**config.mk**
```make
export PLATFORM = sky130hd
export DESIGN_NAME = mccu_top
export DESIGN_NICKNAME = d
export VERILOG_FILES = /design/src/rtl/mccu_pkg.sv /design/src/rtl/mccu_flag.sv /design/src/rtl/mccu_top.sv
export SDC_FILE = /design/constraint.sdc
export NUM_CORES = 1
export LEC_CHECK = 0
export BUFFER_PORTS_ARGS = -buffer_cell sky130_fd_sc_hd__buf_4
export CAP_MARGIN = 0
export CORE_AREA = 2 2 196 198
export DETAILED_ROUTE_END_ITERATION = 10
export DIE_AREA = 0 0 198 200
export PLACE_DENSITY = 0.5
export RECOVER_POWER = 25
export SYNTH_ARGS = -nofsm -noshare
export SYNTH_HDL_FRONTEND = slang
export SYNTH_SLANG_ARGS = --single-unit
export TNS_END_PERCENT = 20
```
**constraint.sdc**
```tcl
create_clock -name CLK -period 9.92 [get_ports CLK]
set_input_delay 0.496 -clock CLK [delete_from_list [all_inputs] [get_ports CLK]]
set_output_delay 0.496 -clock CLK [all_outputs]
set_load 0.05 [all_outputs]
```
**src/rtl/mccu_pkg.sv**
```systemverilog
// constants and types of the mac control word, upper part
// assumes one 100 MHz clock and an axi4-lite register port
// Overview of operation
// - set excessive-collision flag when a frame is dropped after 16 collided retries
// - set late-collision flag, bit 12, on collision after 64 bytes; frame dropped
// - both collision flags clear on hardware reset or finished soft reset
// - software writes bit 13 to start soft reset; stays 1 until sequence ends
// - soft reset lets the running frame finish, then disables both datapaths
// - in the cycle it disables them, soft reset flushes the receive fifo and clears statistics
// - hash source bit 14 at 0 hashes all 48 destination address bits
// - hash source bit 14 at 1 hashes only the low 24 address bits
// - loopback bit 15 turns transmit frames back into receive at the media interface
// - address choice bits 16-18 act only while source overwrite is set
// - choice 000, the reset value, inserts the primary station address
// - choice 100 inserts supplementary slot 0, 101 inserts slot 1
// - choice 110 inserts supplementary slot 2
// - bit 19 enables magic packet detection on the receive path
// - sleep bit 20 is accepted only while magic detection is enabled
// - wake flag bit 21 is read-only, resets to 0, meaningful with magic enabled
// - wake flag sets on a magic packet, clears when sleep is written 0
// - small-mac build drops loopback, magic detection and sleep controls
package mccu_pkg;
  localparam int ADDR_W = 8;
  localparam logic [ADDR_W-1:0] CTRL_OFFSET = 8'h08;
  localparam int BIT_OVR   = 9;
  localparam int BIT_EXC   = 11;
  localparam int BIT_LATE  = 12;
  localparam int BIT_RST   = 13;
  localparam int BIT_HASH  = 14;
  localparam int BIT_LOOP  = 15;
  localparam int BIT_SEL   = 16;
  localparam int BIT_MAGIC = 19;
  localparam int BIT_SLEEP = 20;
  localparam int BIT_WAKE  = 21;
  localparam logic [2:0] SEL_PRIMARY = 3'h0;
  localparam logic [2:0] SEL_RESET   = 3'h0;
  localparam logic [47:0] HASH_LOW_MASK = 48'h000000FFFFFF;
  localparam logic [1:0] RESP_OKAY   = 2'h0;
  localparam logic [1:0] RESP_SLVERR = 2'h2;
  typedef enum logic [1:0] {SEQ_IDLE, SEQ_DRAIN, SEQ_FLUSH, SEQ_DONE} mccu_seq_e;
  typedef struct packed {
    logic       loop_on;
    logic       magic_on;
    logic       sleep_on;
    logic       hash_sel;
    logic       addr_ovr;
    logic [2:0] addr_sel;
  } mccu_ctrl_s;
  localparam mccu_ctrl_s CTRL_RESET = '{1'b0, 1'b0, 1'b0, 1'b0, 1'b0, SEL_RESET};
endpackage

```
**src/rtl/mccu_flag.sv**
```systemverilog
// one sticky status flag: hardware sets, a clear request drops it
// assumes set and clear are single-clock requests on CLK
`timescale 1ns/1ps
`default_nettype none
module mccu_flag (
  // clock and reset
  input  wire logic clk,
  input  wire logic rst,
  // requests
  input  wire logic set,
  input  wire logic clr,
  // state
  output var  logic q
);
  // set wins so an event in the clearing cycle is kept
  wire logic next_q = set | (q & ~clr);
  always_ff @(posedge clk or posedge rst) begin
    if (rst) begin
      q <= 1'b0;
    end else begin
      q <= next_q;
    end
  end
endmodule
`default_nettype wire

```
**src/rtl/mccu_top.sv**
```systemverilog
// control word of the mac: collision flags, soft reset, hash source,
// loopback, source address insertion, magic packet sleep and wake
// assumes datapath status inputs synchronous to CLK; axi4-lite slave
`timescale 1ns/1ps
`default_nettype none
module mccu_top #(
  parameter bit SMALL_MAC = 1'b0
) (
  // clock and reset
  input  wire logic               CLK,
  input  wire logic               SYS_RST,
  // axi4-lite write
  input  wire logic [7:0]         S_AXI_AWADDR,
  input  wire logic               S_AXI_AWVALID,
  output var  logic               S_AXI_AWREADY,
  input  wire logic [31:0]        S_AXI_WDATA,
  input  wire logic [3:0]         S_AXI_WSTRB,
  input  wire logic               S_AXI_WVALID,
  output var  logic               S_AXI_WREADY,
  output var  logic [1:0]         S_AXI_BRESP,
  output var  logic               S_AXI_BVALID,
  input  wire logic               S_AXI_BREADY,
  // axi4-lite read
  input  wire logic [7:0]         S_AXI_ARADDR,
  input  wire logic               S_AXI_ARVALID,
  output var  logic               S_AXI_ARREADY,
  output var  logic [31:0]        S_AXI_RDATA,
  output var  logic [1:0]         S_AXI_RRESP,
  output var  logic               S_AXI_RVALID,
  input  wire logic               S_AXI_RREADY,
  // datapath events and status
  input  wire logic               TX_EXCESS_COLL,
  input  wire logic               TX_LATE_COLL,
  input  wire logic               TX_BUSY,
  input  wire logic               RX_BUSY,
  input  wire logic               MAGIC_SEEN,
  // soft reset sequence
  output var  logic               DP_ENABLE,
  output var  logic               RX_FIFO_FLUSH,
  output var  logic               STATS_CLEAR,
  // configuration to the datapath
  output var  mccu_pkg::mccu_ctrl_s CTRL,
  // multicast hash source
  input  wire logic [47:0]        DEST_ADDR,
  output var  logic [47:0]        HASH_KEY,
  // source address insertion
  input  wire logic [47:0]        PRIMARY_ADDR,
  input  wire logic [3:0][47:0]   SUPP_ADDR,
  output var  logic               INSERT_EN,
  output var  logic [47:0]        INSERT_ADDR
);
  mccu_pkg::mccu_ctrl_s ctrl;
  mccu_pkg::mccu_seq_e  seq;
  logic                 rst_req;
  logic                 exc_flag;
  logic                 late_flag;
  logic                 wake_flag;
  logic                 aw_got;
  logic                 w_got;
  logic [7:0]           aw_addr;
  logic [31:0]          w_data;
  logic [3:0]           w_strb;

  // write channel: address and data taken in either order
  wire logic aw_fire = S_AXI_AWVALID & S_AXI_AWREADY;
  wire logic w_fire  = S_AXI_WVALID & S_AXI_WREADY;
  wire logic wr_go   = aw_got & w_got & ~S_AXI_BVALID;
  wire logic wr_hit  = wr_go & (aw_addr == mccu_pkg::CTRL_OFFSET);
  assign S_AXI_AWREADY = ~aw_got;
  assign S_AXI_WREADY  = ~w_got;

  always_ff @(posedge CLK or posedge SYS_RST) begin
    if (SYS_RST) begin
      aw_got  <= 1'b0;
      aw_addr <= 8'h00;
    end else if (aw_fire) begin
      aw_got  <= 1'b1;
      aw_addr <= S_AXI_AWADDR;
    end else if (wr_go) begin
      aw_got  <= 1'b0;
    end
  end

  always_ff @(posedge CLK or posedge SYS_RST) begin
    if (SYS_RST) begin
      w_got  <= 1'b0;
      w_data <= 32'h00000000;
      w_strb <= 4'h0;
    end else if (w_fire) begin
      w_got  <= 1'b1;
      w_data <= S_AXI_WDATA;
      w_strb <= S_AXI_WSTRB;
    end else if (wr_go) begin
      w_got  <= 1'b0;
    end
  end

  always_ff @(posedge CLK or posedge SYS_RST) begin
    if (SYS_RST) begin
      S_AXI_BVALID <= 1'b0;
      S_AXI_BRESP  <= mccu_pkg::RESP_OKAY;
    end else if (wr_go) begin
      S_AXI_BVALID <= 1'b1;
      S_AXI_BRESP  <= wr_hit ? mccu_pkg::RESP_OKAY : mccu_pkg::RESP_SLVERR;
    end else if (S_AXI_BREADY) begin
      S_AXI_BVALID <= 1'b0;
    end
  end

  // readback word; flags and the soft reset bit show live state
  wire logic [31:0] word;
  assign word = {10'h000, wake_flag, ctrl.sleep_on, ctrl.magic_on, ctrl.addr_sel,
                 ctrl.loop_on, ctrl.hash_sel, rst_req, late_flag, exc_flag,
                 1'b0, ctrl.addr_ovr, 9'h000};

  // byte strobes merge the written bytes into the current word
  wire logic [31:0] strb_mask = {{8{w_strb[3]}}, {8{w_strb[2]}}, {8{w_strb[1]}}, {8{w_strb[0]}}};
  wire logic [31:0] wr_word   = (word & ~strb_mask) | (w_data & strb_mask);

  // read channel: one read under way, answered the cycle after it is taken
  wire logic ar_fire = S_AXI_ARVALID & S_AXI_ARREADY;
  wire logic rd_hit  = (S_AXI_ARADDR == mccu_pkg::CTRL_OFFSET);
  assign S_AXI_ARREADY = ~S_AXI_RVALID;

  always_ff @(posedge CLK or posedge SYS_RST) begin
    if (SYS_RST) begin
      S_AXI_RVALID <= 1'b0;
      S_AXI_RDATA  <= 32'h00000000;
      S_AXI_RRESP  <= mccu_pkg::RESP_OKAY;
    end else if (ar_fire) begin
      S_AXI_RVALID <= 1'b1;
      S_AXI_RDATA  <= rd_hit ? word : 32'h00000000;
      S_AXI_RRESP  <= rd_hit ? mccu_pkg::RESP_OKAY : mccu_pkg::RESP_SLVERR;
    end else if (S_AXI_RREADY) begin
      S_AXI_RVALID <= 1'b0;
    end
  end

  // control fields; the small build has no loopback, magic or sleep
  wire logic new_magic = wr_word[mccu_pkg::BIT_MAGIC] & ~SMALL_MAC;
  wire logic new_sleep = wr_word[mccu_pkg::BIT_SLEEP] & new_magic;
  wire logic new_loop  = wr_word[mccu_pkg::BIT_LOOP] & ~SMALL_MAC;
  wire logic sleep_off = wr_hit & ~wr_word[mccu_pkg::BIT_SLEEP];
  mccu_pkg::mccu_ctrl_s next_ctrl;
  assign next_ctrl = '{new_loop, new_magic, new_sleep,
                       wr_word[mccu_pkg::BIT_HASH],
                       wr_word[mccu_pkg::BIT_OVR],
                       wr_word[mccu_pkg::BIT_SEL +: 3]};

  always_ff @(posedge CLK or posedge SYS_RST) begin
    if (SYS_RST) begin
      ctrl <= mccu_pkg::CTRL_RESET;
    end else if (wr_hit) begin
      ctrl <= next_ctrl;
    end
  end

  // soft reset sequence
  wire logic start_rst = wr_hit & wr_word[mccu_pkg::BIT_RST] & (seq == mccu_pkg::SEQ_IDLE);
  wire logic seq_done  = (seq == mccu_pkg::SEQ_DONE);
  mccu_pkg::mccu_seq_e next_seq;

  always_comb begin
    next_seq = seq;
    case (seq)
      mccu_pkg::SEQ_IDLE: begin
        if (start_rst) begin
          next_seq = mccu_pkg::SEQ_DRAIN;
        end
      end
      mccu_pkg::SEQ_DRAIN: begin
        // a frame in flight finishes before the datapaths go down
        if (!TX_BUSY && !RX_BUSY) begin
          next_seq = mccu_pkg::SEQ_FLUSH;
        end
      end
      mccu_pkg::SEQ_FLUSH: begin
        next_seq = mccu_pkg::SEQ_DONE;
      end
      mccu_pkg::SEQ_DONE: begin
        next_seq = mccu_pkg::SEQ_IDLE;
      end
      default: begin
        next_seq = mccu_pkg::SEQ_IDLE;
      end
    endcase
  end

  always_ff @(posedge CLK or posedge SYS_RST) begin
    if (SYS_RST) begin
      seq <= mccu_pkg::SEQ_IDLE;
    end else begin
      seq <= next_seq;
    end
  end

  // request bit ignores writes of 0 while the sequence runs
  always_ff @(posedge CLK or posedge SYS_RST) begin
    if (SYS_RST) begin
      rst_req <= 1'b0;
    end else if (start_rst) begin
      rst_req <= 1'b1;
    end else if (seq_done) begin
      rst_req <= 1'b0;
    end
  end

  assign DP_ENABLE     = (seq == mccu_pkg::SEQ_IDLE) | (seq == mccu_pkg::SEQ_DRAIN);
  assign RX_FIFO_FLUSH = (seq == mccu_pkg::SEQ_FLUSH);
  assign STATS_CLEAR   = (seq == mccu_pkg::SEQ_FLUSH);

  // status flags
  mccu_flag u_exc (
    .clk (CLK),
    .rst (SYS_RST),
    .set (TX_EXCESS_COLL),
    .clr (seq_done),
    .q   (exc_flag)
  );

  mccu_flag u_late (
    .clk (CLK),
    .rst (SYS_RST),
    .set (TX_LATE_COLL),
    .clr (seq_done),
    .q   (late_flag)
  );

  mccu_flag u_wake (
    .clk (CLK),
    .rst (SYS_RST),
    .set (MAGIC_SEEN & ctrl.magic_on),
    .clr (sleep_off),
    .q   (wake_flag)
  );

  assign CTRL = ctrl;

  // hash key: upper half zeroed when hashing low bits only
  always_ff @(posedge CLK or posedge SYS_RST) begin
    if (SYS_RST) begin
      HASH_KEY <= 48'h000000000000;
    end else if (ctrl.hash_sel) begin
      HASH_KEY <= DEST_ADDR & mccu_pkg::HASH_LOW_MASK;
    end else begin
      HASH_KEY <= DEST_ADDR;
    end
  end

  // source address: 000 primary, 1xx supplementary slot xx, 001-011 none
  wire logic sel_supp  = ctrl.addr_sel[2];
  wire logic sel_valid = sel_supp | (ctrl.addr_sel == mccu_pkg::SEL_PRIMARY);
  wire logic [47:0] sel_addr = sel_supp ? SUPP_ADDR[ctrl.addr_sel[1:0]] : PRIMARY_ADDR;

  always_ff @(posedge CLK or posedge SYS_RST) begin
    if (SYS_RST) begin
      INSERT_EN   <= 1'b0;
      INSERT_ADDR <= 48'h000000000000;
    end else begin
      INSERT_EN   <= ctrl.addr_ovr & sel_valid;
      INSERT_ADDR <= sel_addr;
    end
  end

  AST_EXC_SET: assert property (@(posedge CLK) disable iff (SYS_RST)
    TX_EXCESS_COLL |=> exc_flag)
    else $error("excessive collision flag not set");

  AST_EXC_HOLD: assert property (@(posedge CLK) disable iff (SYS_RST)
    exc_flag && !seq_done |=> exc_flag)
    else $error("excessive collision flag lost before reset");

  AST_LATE_SET: assert property (@(posedge CLK) disable iff (SYS_RST)
    TX_LATE_COLL |=> late_flag && word[mccu_pkg::BIT_LATE])
    else $error("late collision flag not set");

  AST_LATE_HOLD: assert property (@(posedge CLK) disable iff (SYS_RST)
    late_flag && !seq_done |=> late_flag)
    else $error("late collision flag lost before reset");

  AST_FLAGS_CLR: assert property (@(posedge CLK) disable iff (SYS_RST)
    seq_done && !TX_EXCESS_COLL && !TX_LATE_COLL |=> !exc_flag && !late_flag)
    else $error("collision flags survive soft reset");

  AST_REQ_HELD: assert property (@(posedge CLK) disable iff (SYS_RST)
    rst_req && !seq_done |=> rst_req)
    else $error("soft reset request dropped early");

  AST_REQ_DONE: assert property (@(posedge CLK) disable iff (SYS_RST)
    seq_done |=> !rst_req)
    else $error("soft reset request not cleared at end of sequence");

  AST_START: assert property (@(posedge CLK) disable iff (SYS_RST)
    start_rst |=> rst_req && DP_ENABLE && (seq == mccu_pkg::SEQ_DRAIN))
    else $error("soft reset did not start by draining");

  AST_DRAIN: assert property (@(posedge CLK) disable iff (SYS_RST)
    (seq == mccu_pkg::SEQ_DRAIN) && (TX_BUSY || RX_BUSY) |-> DP_ENABLE ##1 DP_ENABLE)
    else $error("datapath disabled during a frame");

  AST_FLUSH: assert property (@(posedge CLK) disable iff (SYS_RST)
    RX_FIFO_FLUSH |-> !DP_ENABLE && STATS_CLEAR ##1 !RX_FIFO_FLUSH && rst_req ##1 !rst_req)
    else $error("flush step out of order");

  // gated on the sampled reset: the release edge still loads a cleared key
  AST_HASH: assert property (@(posedge CLK) disable iff (SYS_RST)
    !SYS_RST |=> HASH_KEY == ($past(ctrl.hash_sel) ? ($past(DEST_ADDR) & mccu_pkg::HASH_LOW_MASK)
                                                   : $past(DEST_ADDR)))
    else $error("hash key source wrong");

  AST_INSERT: assert property (@(posedge CLK) disable iff (SYS_RST)
    !ctrl.addr_ovr || (ctrl.addr_sel inside {3'h1, 3'h2, 3'h3}) |=> !INSERT_EN)
    else $error("address inserted when not allowed");

  AST_PRIMARY: assert property (@(posedge CLK) disable iff (SYS_RST)
    !SYS_RST && ctrl.addr_ovr && (ctrl.addr_sel == mccu_pkg::SEL_PRIMARY) |=>
      INSERT_EN && (INSERT_ADDR == $past(PRIMARY_ADDR)))
    else $error("primary address not inserted");

  AST_SLEEP: assert property (@(posedge CLK) disable iff (SYS_RST)
    ctrl.sleep_on |-> ctrl.magic_on)
    else $error("sleep without magic detection");

  AST_WAKE: assert property (@(posedge CLK) disable iff (SYS_RST)
    MAGIC_SEEN && ctrl.magic_on |=> wake_flag)
    else $error("wake flag not set on magic packet");

  AST_WAKE_CLR: assert property (@(posedge CLK) disable iff (SYS_RST)
    sleep_off && !(MAGIC_SEEN && ctrl.magic_on) |=> !wake_flag)
    else $error("wake flag not cleared by sleep write of 0");

  CVR_SOFT_RESET: cover property (@(posedge CLK) disable iff (SYS_RST)
    start_rst ##[1:20] seq_done);
  CVR_WAKE: cover property (@(posedge CLK) disable iff (SYS_RST)
    ctrl.sleep_on && wake_flag);
  CVR_INSERT_SUPP: cover property (@(posedge CLK) disable iff (SYS_RST)
    INSERT_EN && sel_supp);
  CVR_DRAIN_WAIT: cover property (@(posedge CLK) disable iff (SYS_RST)
    (seq == mccu_pkg::SEQ_DRAIN) && (TX_BUSY || RX_BUSY));
  CVR_RESERVED: cover property (@(posedge CLK) disable iff (SYS_RST)
    ctrl.addr_ovr && !sel_valid);
endmodule
`default_nettype wire

```
==> summary.md <==
| Metric | Value |
|---|---|
| Synth Cell Area | 0.00671 mm² |
| Root Driver | clkbuf_16 |
| Crit path depth | 3 |
| Tcrit/Tclk final | 0.351 |
| Minimum clock period after layout | 3480 ps |
| Critical Path End | HASH_KEY[44] |
| Layout Area Growth over Synthesis | 65.2% |
| Max incr delay on CP | 2150 ps |
| Chip height | 200 µm |
| Reg2Reg Setup Slack | 7550 ps |
| Pleak | 0.00520 µW |
| Clock-pin slew of the registers on the worst-case setup and hold paths | 70 ps |
| Largest net degree at the start of global routing | 86 |
| DRT iter0 DRCs | 140 |
| Row cnt | 71 |
| Final Power | 2200 µW |
| Setup TNS | 0 ps |
| Effective utilization at floorplan | 0.179 |
| Die Span X | 198 µm |
| Router iterations before antenna repair | 4 |
| Share of cells above drive strength 1 | 0.725 |
| Setup ws final | 6440 ps |
| CTS tree | built |
| Worst hold path class | input pin to register |
| Total number of vias | 5268 |
| Post-Syn Instances | 413 |
| Slew HR | -1.63 |
| Worst reg-to-reg path cell count | 3 |
| Flops & latches, synth | 148 |
| Hpwl dp | 21.0 mm |
| Crit path DAT | 3920 ps |
| Peak supply drop | 179 µV |
| Die Area | 0.0396 mm² |
| Crit path from | SYS_RST |
| Syn Area/Cell | 16.2 µm² |
| Remaining antenna violation count | 0 |
| Vias in the first global route | 5554 |
| Hold Slack | 185 ps |
| Cell breakdown of the critical path | clkbuf_4 -> clkinvlp_2 -> buf_4 |
| Register area share after synthesis | 0.552 |
| Synth cell types | 39 |
| Vias per inst | 3.79 |
| Worst Path Required | 10360 ps |
| Final setup violation count | 0 |
| Delay-heaviest family, CP | buffers and inverters |
| Unrepaired setup endpoints after global routing | no |
| Core ar. | 0.0374 mm² |
| Setup WS pre-CTS | 7440 ps |
| WP buf/inv | 3 |
| TritonCTS Buffers | 17 |
| Final hold viol count | 0 |
| Cts repair resizes | 0 |
| CTS H-tree depth | 4 |
| Fillers | 3872 |
| Post-layout util | 0.296 |
| Critical Path Source Type | input pin |
| Status | finished, violations left |
| Worst R2R End | INSERT_ADDR[18] |
| Max Cap Violations | 1 |
| Clk buf depth | 2 |
| Grt ovf | 0 |
| Yosys warns | 0 |
| Measured slew at the worst slew-check pin | 3920 ps |
| Hold_buf cts | 0 |
| Initial antenna violation count | 4 |
| GRT Util Overall | 0.129 |
| Max Fanout on Critical Path | 85 |
| Slowest-stage cell, CP | clkinvlp_2 |
| Achievable Freq | 287 MHz |
| Routability cong. | 0.755 |
| Total Nets Final | 1219 |
| Final slew viol count | 86 |
| DR WL/cell | 18.8 µm |
| Clock Skews | 14.1 ps |
| I/O pin count | 501 |
| Post-CTS Setup Inserts | 0 |
| First-pass GRT wire length | 36.2 mm |
| CP Class | input pin to async pin |
| Port Buffers | 453 |
| Critical Path Sink Type | async pin |
| Failing checks | capacitance limit, slew limit |
| Detailed Route WL | 26.1 mm |
| Clk Latency, worst-skew pair | 440 ps |
| # DRC | 0 |
| Pwr Density | 199 mW/mm² |
| Clock Sinks | 148 |
| Hold-critical path depth | 1 |
==> power breakdown <==
| group | switching [µW] | internal (µW) |
|---|---|---|
| clock | 280 | 388 |
| combinational | 413 | 332 |
| sequential | 81.5 | 707 |
| total | 775 | 1430 |
==> metal layers <==
layer | vias to the layer above | track usage | part of all wire
met5 | - | 0 | 0.00050
met4 | 2 | 0.0334 | 0.012
met3 | 18 | 0.0649 | 0.11
met2 | 263 | 0.224 | 0.52
met1 | 2616 | 0.138 | 0.36
li1 | 2369 | - | -
==> worst min-delay path by stage <==
| stage | end | slack [ps] | start |
|---|---|---|---|
| global route | HASH_KEY[6] | 140 | DEST_ADDR[6] |
| detailed placement | register | 490 | w_data[17] |
| CTS | HASH_KEY[10] | 130 | DEST_ADDR[10] |
| floorplan | u_exc.q | 450 | u_exc.q |
| global placement | register | 480 | w_data[17] |
| finish | HASH_KEY[6] | 190 | DEST_ADDR[6] |
==> cells in the mapped netlist, drive strengths merged <==
master	instances	area share
mux2i	2	0.0030
nor4b	2	0.0026
nand2	5	0.0050
inv	10	0.0056
conb	1	0.00056
and2b	2	0.0022
a22o	13	0.019
and3	1	0.00093
nor2b	24	0.022
a32o	1	0.0015
nand4	1	0.00093
o21a	1	0.0011
buf	35	0.047
or2	1	0.00093
mux4	48	0.16
ha	5	0.0093
clkbuf	14	0.011
a21oi	1	0.00075
a21bo	1	0.0015
mux2	76	0.13
or4	1	0.0017
and3b	1	0.0013
dfrtp	148	0.55
nor4	2	0.0019
or4b	1	0.0015
nor3	1	0.0024
nor2	8	0.0045
o21ai	3	0.0022
a21o	3	0.0034
o2bb2ai	1	0.0013
==> registers in the layout, summed over array words and instances (netlist names), 2 cells and up, named ones only <==
name / count
CTRL: 2
HASH_KEY: 48
INSERT_ADDR: 48
S_AXI_RDATA: 12
aw_addr: 8
seq: 2
w_data: 9
w_strb: 2
==> per-stage QoR <==
stage,cells,cell area (µm²)
global placement,1354,10500
global route,1388,11100
finish,1389,11100
floorplan,434,6780
CTS,1386,11100
detailed placement,1354,10500
==> cell type report <==
cell class / instances / area [µm²] / share of cell area
clock inverters: 12 / 143 / 0.0129
well taps: 511 / 639 / 0.0577
clock buffers: 20 / 457 / 0.0412
flip-flops and latches: 148 / 3710 / 0.335
repair buffers: 458 / 3430 / 0.310
inverters: 10 / 38.8 / 0.00350
diodes: 3 / 7.51 / 0.000678
multi-input cells: 227 / 2650 / 0.239
==> logic make-up after synthesis <==
logic type      after synthesis  share of synthesized area
flops                       148                      0.552
mux                         126                      0.294
buf+inv                      59                     0.0644
simple gates                 50                     0.0483
compound gates               24                     0.0310
fa+ha+maj                     5                    0.00933
other cells                   1                   0.000559
==> layout by cell type (no fill, tap or decap), drive strengths merged, types with 2 or more instances in the layout <==
cell,n
a21o,3
a22o,13
and2b,2
buf,432
bufinv,2
clkbuf,46
clkinv,3
clkinvlp,4
conb,22
dfrtp,148
diode,3
ha,5
inv,13
mux2,76
mux2i,2
mux4,48
nand2,5
nor2,8
nor2b,24
nor4,2
nor4b,2
o21ai,3
Note: power is estimated with default switching activity, not from simulation.
